[src/pkg/virqp_pkg.sv]
package virqp_pkg;
	// ==========================================================
	// Source and level geometry
	localparam int NSRC = 64;
	localparam int IDXW = 6;
	localparam int LVLW = 4;
	localparam int NPRIO_REG = 8;
	localparam int FLD_PER_REG = 8;
	localparam int ADDRW = 4;

	// ==========================================================
	// Register word indices
	localparam logic [ADDRW-1:0] REG_ENA_LO = 4'h0;
	localparam logic [ADDRW-1:0] REG_ENA_HI = 4'h1;
	localparam logic [ADDRW-1:0] REG_EN_NUM = 4'h2;
	localparam logic [ADDRW-1:0] REG_DIS_NUM = 4'h3;
	localparam logic [ADDRW-1:0] REG_TYPE_LO = 4'h4;
	localparam logic [ADDRW-1:0] REG_TYPE_HI = 4'h5;
	localparam logic [ADDRW-1:0] REG_MASK = 4'h6;
	localparam logic [ADDRW-1:0] REG_VECTOR = 4'h7;
	localparam logic [ADDRW-1:0] REG_PRIO0 = 4'h8;

	// ==========================================================
	// Field positions in the vector status word
	localparam int VEC_NORM_SRC_LSB = 0;
	localparam int VEC_NORM_LVL_LSB = 8;
	localparam int VEC_FAST_SRC_LSB = 16;
	localparam int VEC_NORM_VLD_BIT = 30;
	localparam int VEC_FAST_VLD_BIT = 31;

	// ==========================================================
	// Values after reset
	localparam logic [NSRC-1:0] ENA_RST = 64'h0;
	localparam logic [NSRC-1:0] TYPE_RST = 64'h0;
	localparam logic [LVLW-1:0] MASK_RST = 4'h0;
	localparam logic [31:0] PRIO_RST = 32'h0;
endpackage

[src/pkg/virqp_arb_if.sv]
`timescale 1ns/100ps
// ==========================================================
// Carrier between the gating logic and the level arbiter
interface virqp_arb_if;
	import virqp_pkg::*;
	logic [NSRC-1:0] pend;
	logic [NSRC*LVLW-1:0] lvl;
	logic win_vld;
	logic [IDXW-1:0] win_idx;
	logic [LVLW-1:0] win_lvl;
	modport arb (input pend, input lvl, output win_vld, output win_idx, output win_lvl);
	modport ctl (output pend, output lvl, input win_vld, input win_idx, input win_lvl);
endinterface

[src/logic/virqp_top.sv]
`timescale 1ns/100ps
// Notes on behaviour
// - Enable per bit or by number writes
// - Enabled asserted source raises fast, or normal when its level is above the mask
// - Register access only in supervisor mode
// - Fast and normal raised independently; highest level wins among normal, highest number among fast
// - Equal level: highest source number wins
// - Sixteen levels, zero is lowest
// - Eight writable priority level registers
// - Mask register suppresses normal levels
module virqp_top (
	input wire logic core_clk_i,
	input wire logic rst_i,
	input wire logic [virqp_pkg::NSRC-1:0] src_i,
	input wire logic reg_wr_i,
	input wire logic reg_rd_i,
	input wire logic reg_sup_i,
	input wire logic [virqp_pkg::ADDRW-1:0] reg_addr_i,
	input wire logic [31:0] reg_wdata_i,
	output logic [31:0] reg_rdata_o,
	output logic reg_ack_o,
	output logic reg_err_o,
	output logic fast_req_o,
	output logic norm_req_o,
	output logic [virqp_pkg::IDXW-1:0] fast_src_o,
	output logic [virqp_pkg::IDXW-1:0] norm_src_o,
	output logic [virqp_pkg::LVLW-1:0] norm_lvl_o
);
	import virqp_pkg::*;

	// ==========================================================
	// Programmable state
	logic [NSRC-1:0] ena_q;
	logic [NSRC-1:0] ena_d;
	logic [NSRC-1:0] type_q;
	logic [NSRC-1:0] type_d;
	logic [LVLW-1:0] mask_q;
	logic [NPRIO_REG-1:0][31:0] prio_q;
	logic [31:0] reg_rdata_q;
	logic [31:0] reg_rdata_d;
	logic reg_ack_q;
	logic reg_err_q;
	logic fast_req_q;
	logic norm_req_q;
	logic [IDXW-1:0] fast_src_q;
	logic [IDXW-1:0] norm_src_q;
	logic [LVLW-1:0] norm_lvl_q;

	// ==========================================================
	// Access decode
	wire logic access = reg_wr_i | reg_rd_i;
	// Every index is mapped, so only the mode qualifies an access
	wire logic allowed = reg_sup_i;
	// User-mode accesses are dropped here, so they write and read no register; only ack and error respond
	wire logic wr_ok = reg_wr_i & allowed;
	wire logic rd_ok = reg_rd_i & allowed & ~reg_wr_i;
	wire logic is_prio = reg_addr_i[ADDRW-1];
	wire logic [2:0] prio_sel = reg_addr_i[2:0];
	wire logic wr_ena_lo = wr_ok & (reg_addr_i == REG_ENA_LO);
	wire logic wr_ena_hi = wr_ok & (reg_addr_i == REG_ENA_HI);
	wire logic wr_en_num = wr_ok & (reg_addr_i == REG_EN_NUM);
	wire logic wr_dis_num = wr_ok & (reg_addr_i == REG_DIS_NUM);
	wire logic wr_type_lo = wr_ok & (reg_addr_i == REG_TYPE_LO);
	wire logic wr_type_hi = wr_ok & (reg_addr_i == REG_TYPE_HI);
	wire logic wr_mask = wr_ok & (reg_addr_i == REG_MASK);
	wire logic wr_prio = wr_ok & is_prio;
	wire logic [IDXW-1:0] num = reg_wdata_i[IDXW-1:0];

	// ==========================================================
	// Enable next value: whole words or one source by number
	always_comb begin
		ena_d = ena_q;
		if (wr_ena_lo) begin
			ena_d[31:0] = reg_wdata_i;
		end
		if (wr_ena_hi) begin
			ena_d[63:32] = reg_wdata_i;
		end
		if (wr_en_num) begin
			ena_d[num] = 1'b1;
		end
		if (wr_dis_num) begin
			ena_d[num] = 1'b0;
		end
	end

	// Type next value: a set bit routes the source to the fast line
	always_comb begin
		type_d = type_q;
		if (wr_type_lo) begin
			type_d[31:0] = reg_wdata_i;
		end
		if (wr_type_hi) begin
			type_d[63:32] = reg_wdata_i;
		end
	end

	// Configuration registers
	always_ff @(posedge core_clk_i) begin
		if (rst_i) begin
			ena_q <= ENA_RST;
			type_q <= TYPE_RST;
			mask_q <= MASK_RST;
		end else begin
			ena_q <= ena_d;
			type_q <= type_d;
			if (wr_mask) begin
				mask_q <= reg_wdata_i[LVLW-1:0];
			end
		end
	end

	// Eight level registers, eight 4-bit fields each
	always_ff @(posedge core_clk_i) begin
		if (rst_i) begin
			prio_q <= {NPRIO_REG{PRIO_RST}};
		end else if (wr_prio) begin
			prio_q[prio_sel] <= reg_wdata_i;
		end
	end

	// ==========================================================
	// Per-source gating
	virqp_arb_if arb_bus ();
	logic [NSRC-1:0] fast_pend;

	for (genvar i = 0; i < NSRC; i++) begin : g_src
		wire logic [LVLW-1:0] lvl = prio_q[i / FLD_PER_REG][(i % FLD_PER_REG)*LVLW +: LVLW];
		wire logic live = src_i[i] & ena_q[i];
		// Strictly above the mask: a mask of zero still blocks level zero
		wire logic above = lvl > mask_q;
		assign arb_bus.lvl[i*LVLW +: LVLW] = lvl;
		assign arb_bus.pend[i] = live & ~type_q[i] & above;
		assign fast_pend[i] = live & type_q[i];
	end

	virqp_arbiter u_arb (
		.bus(arb_bus.arb)
	);

	// ==========================================================
	// Fast winner: no levels among fast sources, highest number wins
	logic fast_vld;
	logic [IDXW-1:0] fast_idx;

	always_comb begin
		fast_vld = 1'b0;
		fast_idx = '0;
		for (int i = 0; i < NSRC; i++) begin
			if (fast_pend[i]) begin
				fast_vld = 1'b1;
				fast_idx = IDXW'(i);
			end
		end
	end

	// Request outputs, one cycle behind the sources
	always_ff @(posedge core_clk_i) begin
		if (rst_i) begin
			fast_req_q <= 1'b0;
			norm_req_q <= 1'b0;
			fast_src_q <= '0;
			norm_src_q <= '0;
			norm_lvl_q <= '0;
		end else begin
			fast_req_q <= fast_vld;
			norm_req_q <= arb_bus.win_vld;
			fast_src_q <= fast_idx;
			norm_src_q <= arb_bus.win_idx;
			norm_lvl_q <= arb_bus.win_lvl;
		end
	end

	// ==========================================================
	// Read path
	wire logic [31:0] vector_word = {fast_vld, arb_bus.win_vld, 8'h00, fast_idx,
		4'h0, arb_bus.win_lvl, 2'h0, arb_bus.win_idx};

	// Number registers are write-only and read as zero
	always_comb begin
		reg_rdata_d = 32'h0;
		if (is_prio) begin
			reg_rdata_d = prio_q[prio_sel];
		end else begin
			unique case (reg_addr_i)
				REG_ENA_LO: reg_rdata_d = ena_q[31:0];
				REG_ENA_HI: reg_rdata_d = ena_q[63:32];
				REG_TYPE_LO: reg_rdata_d = type_q[31:0];
				REG_TYPE_HI: reg_rdata_d = type_q[63:32];
				REG_MASK: reg_rdata_d = {28'h0, mask_q};
				REG_VECTOR: reg_rdata_d = vector_word;
				default: reg_rdata_d = 32'h0;
			endcase
		end
	end

	// Answer one cycle after the access; refused accesses read zero
	always_ff @(posedge core_clk_i) begin
		if (rst_i) begin
			reg_rdata_q <= 32'h0;
			reg_ack_q <= 1'b0;
			reg_err_q <= 1'b0;
		end else begin
			reg_rdata_q <= rd_ok ? reg_rdata_d : 32'h0;
			reg_ack_q <= access;
			reg_err_q <= access & ~allowed;
		end
	end

	// ==========================================================
	// Outputs straight from flip-flops
	assign reg_rdata_o = reg_rdata_q;
	assign reg_ack_o = reg_ack_q;
	assign reg_err_o = reg_err_q;
	assign fast_req_o = fast_req_q;
	assign norm_req_o = norm_req_q;
	assign fast_src_o = fast_src_q;
	assign norm_src_o = norm_src_q;
	assign norm_lvl_o = norm_lvl_q;
endmodule

[src/logic/virqp_arbiter.sv]
`timescale 1ns/100ps
// ==========================================================
// Normal-request arbiter: highest level, then highest number
module virqp_arbiter (
	virqp_arb_if.arb bus
);
	import virqp_pkg::*;

	// Ascending scan with >= lets a later, higher number win a tie
	always_comb begin
		bus.win_vld = 1'b0;
		bus.win_idx = '0;
		bus.win_lvl = '0;
		for (int i = 0; i < NSRC; i++) begin
			if (bus.pend[i] && (!bus.win_vld || bus.lvl[i*LVLW +: LVLW] >= bus.win_lvl)) begin
				bus.win_vld = 1'b1;
				bus.win_idx = IDXW'(i);
				bus.win_lvl = bus.lvl[i*LVLW +: LVLW];
			end
		end
	end
endmodule

[config.mk]
export PLATFORM = sky130hd
export DESIGN_NAME = virqp_top
export DESIGN_NICKNAME = d
export VERILOG_FILES = /design/src/pkg/virqp_pkg.sv /design/src/pkg/virqp_arb_if.sv /design/src/logic/virqp_top.sv /design/src/logic/virqp_arbiter.sv
export SDC_FILE = /design/constraint.sdc
export NUM_CORES = 2
export LEC_CHECK = 0
export BUFFER_PORTS_ARGS = -buffer_cell sky130_fd_sc_hd__buf_2
export CORE_ASPECT_RATIO = 1.4
export CORE_UTILIZATION = 40
export DETAILED_ROUTE_END_ITERATION = 16
export PLACE_DENSITY = 0.66
export SYNTH_ARGS = -nofsm -noshare
export SYNTH_HDL_FRONTEND = slang
export SYNTH_SLANG_ARGS = --single-unit
[constraint.sdc]
create_clock -name core_clk_i -period 95.5 [get_ports core_clk_i]
set_input_delay 9.55 -clock core_clk_i [delete_from_list [all_inputs] [get_ports core_clk_i]]
set_output_delay 9.55 -clock core_clk_i [all_outputs]
set_load 0.05 [all_outputs]
; After elaboration in Yosys (flattened, before gate mapping)
; Index checks and enable logic that the tools add are counted.
[op_classes]
n_addsub = 0
mul = 0
div_mod_pow = 0
order_cmp = 131
eq_ne = 7
n_shift = 0
mux = 331
bitwise = 339
n_reduce_logical = 193
[op_table]
columns = operator, count
row1 = 6-bit 2-to-1 mux, 94
row2 = 4-bit 2-to-1 mux, 72
row3 = 1-bit AND, 268
row4 = 256-bit bitwise mux, 1
row5 = 4-bit > comparator, 64
row6 = 4-bit greater-or-equal comparator, 63
row7 = 32-bit case mux with 6 select lines, 1
row8 = 32-bit 2-to-1 mux, 5
row9 = 1-bit 2-to-1 mux, 131
row10 = 64-bit 2-to-1 mux, 2
row11 = 32-bit binary-select mux with 3-bit select, 1
row12 = 32-bit demux with 3-bit select, 1
row13 = 5-bit 2-to-1 mux, 16
row14 = 1-bit inverter, 67
row15 = 1-bit logical AND, 65
row16 = 64-bit AND, 1
row17 = 64-bit inverter, 1
row18 = 64-bit bitwise OR, 1
row19 = 1-bit logical NOT, 63
row20 = 1-bit logical OR, 63
row21 = 4-bit by 3-bit equality test with 1-bit output (second input constant), 4
row22 = 3-bit 2-to-1 mux, 4
row23 = 4-bit by 2-bit equality test with 1-bit output (second input constant), 2
row24 = 6-bit by 7-bit less-than comparator with 1-bit output (second input constant), 1
row25 = 9 further kinds, 10
[totals]
ff_bits = 440
latchBits = 0
ramBits = 0
rom_bits = 0
in_bits = 105
output_inout_bits = 52
memories = 0

; Logic depth before layout (Yosys ltp)
[depth]
ltp_word = 258
depth_mapped = 545

; Cells and area by module
; A second synthesis with hierarchy kept.
[unflattened]
hier_cells = 5089
area_unflattened_um2 = 39690.6
[modules_own_cells]
columns = module, n_inst, cells_each, area_per_inst_um2, seq_area_each_um2
row1 = virqp_top, 1, 3135, 26430.3, 8808.4
row2 = virqp_arbiter, 1, 1954, 13260.2, 0.0

; Worst setup path before layout
; No wires, ideal clock.
[synth_path]
path_type = input to register
startpoint = input src_i[0] in the netlist's numbering
endpoint = register reg_rdata_q[4] (netlist: reg_rdata_o[4])
t_arrival_ps = 103328
required_time_ps = 95366
setup_slack_ps = -7962
path_stages = 507
n_path_buf = 20
cell_sequence = nand2_1 a2111o_1 nor2_1 ha_1 nand2b_1 a21oi_1 o21a_1 a21oi_1 a22o_1 ha_1 o21ai_0 a21oi_1 a211oi_2 or2_2 clkbuf_1 and2_1 o21bai_1 ha_1 [... 471 more ...] a2111oi_2 nor2_1 ha_1 nand2b_1 a21o_1 a2111oi_1 o31ai_2 o31ai_2 ha_1 nand2b_1 a21o_1 a21o_1 a21oi_1 nand2_1 a21o_1 or2_1 nor4_2 o22ai_1
[synth_via]
elab_chain_cells = 258
word_cells_on_any_way = 431
classes_between = order compare (63) / mux (176) / bitwise (3) / reduce/logical (189)
[synth_rtl]
columns = element, line_no
row1 = start: declaration, virqp_top.sv:14  ; input wire logic [virqp_pkg::NSRC-1:0] src_i,
row2 = 1-bit AND (*), virqp_top.sv:129  ; wire logic live = src_i[i] & ena_q[i];
row3 = 1-bit AND (*) (2 in a row), virqp_top.sv:133  ; assign arb_bus.pend[i] = live & ~type_q[i] & above;
row4 = 4-bit 2-to-1 mux or 1-bit 2-to-1 mux (tied branches), virqp_arbiter.sv:15  ; if (bus.pend[i] && (!bus.win_vld || bus.lvl[i*LVLW +: LVLW] >= bus.win_lvl)) begin
row5 = 4-bit greater-or-equal comparator or 1-bit logical NOT (tied branches), virqp_arbiter.sv:15
row6 = 1-bit logical OR, virqp_arbiter.sv:15
row7 = 1-bit logical AND, virqp_arbiter.sv:15
row8 = 4-bit 2-to-1 mux or 1-bit 2-to-1 mux (tied branches), virqp_arbiter.sv:15
row9 = 4-bit greater-or-equal comparator or 1-bit logical NOT (tied branches), virqp_arbiter.sv:15
row10 = [... 241 more ...], n/a
row11 = 1-bit logical AND, virqp_arbiter.sv:15
row12 = 4-bit 2-to-1 mux or 1-bit 2-to-1 mux (tied branches), virqp_arbiter.sv:15
row13 = 4-bit greater-or-equal comparator or 1-bit logical NOT (tied branches), virqp_arbiter.sv:15
row14 = 1-bit logical OR, virqp_arbiter.sv:15
row15 = 1-bit logical AND, virqp_arbiter.sv:15
row16 = 6-bit 2-to-1 mux (*), virqp_arbiter.sv:15
row17 = 32-bit case mux with 6 select lines (*), virqp_top.sv:185  ; unique case (reg_addr_i)
row18 = 32-bit 2-to-1 mux (*), virqp_top.sv:182  ; if (is_prio) begin
row19 = end signal: assignment, virqp_top.sv:204  ; reg_rdata_q <= rd_ok ? reg_rdata_d : 32'h0;
row20 = end: declaration, virqp_top.sv:39  ; logic [31:0] reg_rdata_q;
; Every way passes the cells marked *; elsewhere a longest branch is shown, timed or not.
; A chain may end at the register's enable or synchronous reset.

; Worst setup path in the final report
[layout_path]
startpoint = input src_i[0] in the netlist's numbering
endpoint = register reg_rdata_q[5] (netlist: reg_rdata_o[5])
; The elaborated chain is that of the path after synthesis.

==> impl_metrics.tcl <==
set metrics [dict create \
    antenna_found_initial 12 \
    dp_slack_ps -4430 \
    io_pins 157 \
    async_flop_share_pct 0 \
    grt_overflow 0 \
    critPathLaunchType "primary input" \
    fmaxAchievable_mhz 10.1 \
    fin_tns_setup_ps -61830 \
    synth_ff_type "dfxtp_1" \
    cts.sink_count 440 \
    final_cell_mix "nand2_1, buf_4, a21oi_1, dfxtp_1, ha_1" \
    clkTransAtPathRegs_ps 70 \
    grt_pass1_wl_um 278000 \
    vias_per_cell 6.29 \
    fin_crit_sh_pct 104 \
    drv_cap 0 \
    ys_seq_elements 440 \
    max-vdd-ir-drop_v 0.0000123 \
    hold_path.class "reg2reg" \
    post_route_cells_drive_above_1_share_pct 30.7 \
    grt_usage_pct 38.5 \
    htreeDepth 2 \
    cpMaxStageDelayCell "or4_4" \
    grt_max_degree 100 \
    worstPathArrival_ps 99450 \
    clockRootBuffer "clkbuf_16" \
    rows 133 \
    drtPass1Iterations 6 \
    power.leakage_uw 0.0210 \
    required_ps 96020 \
    syn_area_sq_um 38300 \
    nets 6441 \
    drt_iter0_drc 4895 \
    slew-limit-headroom_pct 6.69 \
    vias 45000 \
    syn_avg_cell_area_sq_um 7.68 \
    wl_per_cell_um 27.3 \
    period_needed_ps 98940 \
    n_fill_cell 8607 \
    cts_tree "built" \
    gp_congestion 1.06 \
    clock_latency_ps 640 \
    critical_path.max_stage_delay_ps 550 \
    setup_slack_ps -3440 \
    worst_pin_slew_ps 1390 \
    critical_path_class "in2reg" \
    rsz0062_at_grt "true" \
    drc 0 \
    yosys.cell_types.count 112 \
    die_w_um 264 \
    final_antenna_net_count 1 \
    status "finished, violations left" \
    wirelength_um 195000 \
    area_growth_pct 34.9 \
    clock_skew_ps 36.7 \
    power_uw 432 \
    numCtsBuffers 48 \
    ys_warn_count 0 \
    crit_top_cell "ha_1" \
    setup_viol 20 \
    grt_pass1_vias 42800 \
    worstSetupEndpointType "flip-flop" \
    start_util_pct 40.6 \
    crit_fanout 7 \
    die_y_um 368 \
    violations "antenna rules, setup timing" \
    power.density_nw_per_um2 8.36 \
    clock_path_buffers 3 \
    place_hpwl_um 149000 \
    final_common_cell "nand2_1" \
    die-area_sq_um 97000 \
    syn_inst 4985 \
    slew_violations 0 \
    syn_nets 5542 \
    synth_edf_count 0 \
    yosysSeqAreaShare_pct 23.0 \
    hold_viol 0 \
    port_buffers 156 \
    coreArea_sq_um 94400 \
]
-- through the flow --
stage | hold slack (ps) | util (%) | std cells | instance area [sq um]
finish | 470 | 54.8 | 7151 | 51700
global route | 519 | 54.7 | 7137 | 51600
CTS | 472 | 52.5 | 7054 | 49500
detailed placement | 463 | 49.4 | 6856 | 46600
global placement | 454 | 49.4 | 6856 | 46600
floorplan | 446 | - | 4985 | 39700
-- cells in the mapped netlist, types with 76 or more instances --
cell	instances	area, sq um
dfxtp_1	440	8810
nand2_1	1009	3790
clkbuf_1	203	762
a221oi_1	76	666
o21ai_0	193	966
nor2_1	247	927
nand2b_1	157	982
a21o_1	88	661
a21oi_1	566	2830
inv_1	176	661
ha_1	452	5660
mux2i_1	88	881
nor2b_1	105	657
nand3_1	97	485
-- per-layer routing --
layer | GRT usage (%) | wire length (um)
met4 | 38.9 | 23900
met3 | 7.05 | 17000
met5 | 0 | 84
met1 | 41.3 | 66300
met2 | 62.5 | 87700
-- timing repair --
item / 4_1_cts / 5_1_grt
pin swaps: 88 / 253
resized for setup: 100 / 283
setup endpoints to repair: 20 / 20
cloned: 0 / 0
setup buffers: 111 / 84
hold buffers: 0 / 0
-- cell families (layout without fill, tap and decap cells) --
| group | count (synthesis) | after routing | synth area share (%) |
|---|---|---|---|
| buffers and inverters | 409 | 1346 | 4.02 |
| flip-flops | 440 | 440 | 23.0 |
| other | 0 | 14 | 0 |
| AND/OR/NAND/NOR | 2006 | 2006 | 24.9 |
| adder cells (fa/ha/maj) | 460 | 460 | 15.0 |
| AO/OA/AOI/OAI | 1470 | 1470 | 25.6 |
| multiplexers | 200 | 200 | 7.47 |
-- power breakdown --
group / switching (uW) / internal, uW
Combinational: 26.5 / 13.2
Sequential: 3.07 / 185
Clock: 91.5 / 113
-- final cells by class --
type                    instances  area [sq um]  share of cell area (%)
repair buffers               1082          7840                    15.2
multi-input cells            4136         31100                    60.3
diodes                         14          35.0                  0.0678
well taps                    1215          1520                    2.94
clock inverters                28           343                   0.663
clock buffers                  60          1320                    2.55
inverters                     176           669                    1.30
flip-flops and latches        440          8810                    17.1
-- state kept, by name (all words and copies together), names as in the netlist, 4 cells and up --
name,count
type_q,64
arb_bus.lvl,256
norm_src_o,6
mask_q,4
ena_q,64
fast_src_o,6
reg_rdata_o,32
norm_lvl_o,4
-- path summary, 6_finish.rpt --
path | from | to | slack [ps] | cells after the start
max | src_i[0] | reg_rdata_o[5] | -3440 | 503
min | arb_bus.lvl[120] | arb_bus.lvl[120] | 470 | 2
max reg2reg | mask_q[2] | reg_rdata_o[5] | 3610 | 504
min reg2reg | arb_bus.lvl[120] | arb_bus.lvl[120] | 470 | 2
-- worst max-delay path: cells and delay by family --
family	cells	cell delay, ps
AOI/OAI and AO/OA	237	42280
and+or+nand+nor	146	20550
adders and majority gates	67	18340
buffers and inverters	40	4960
muxes	13	3670
Power figures use the tool's default switching activity.
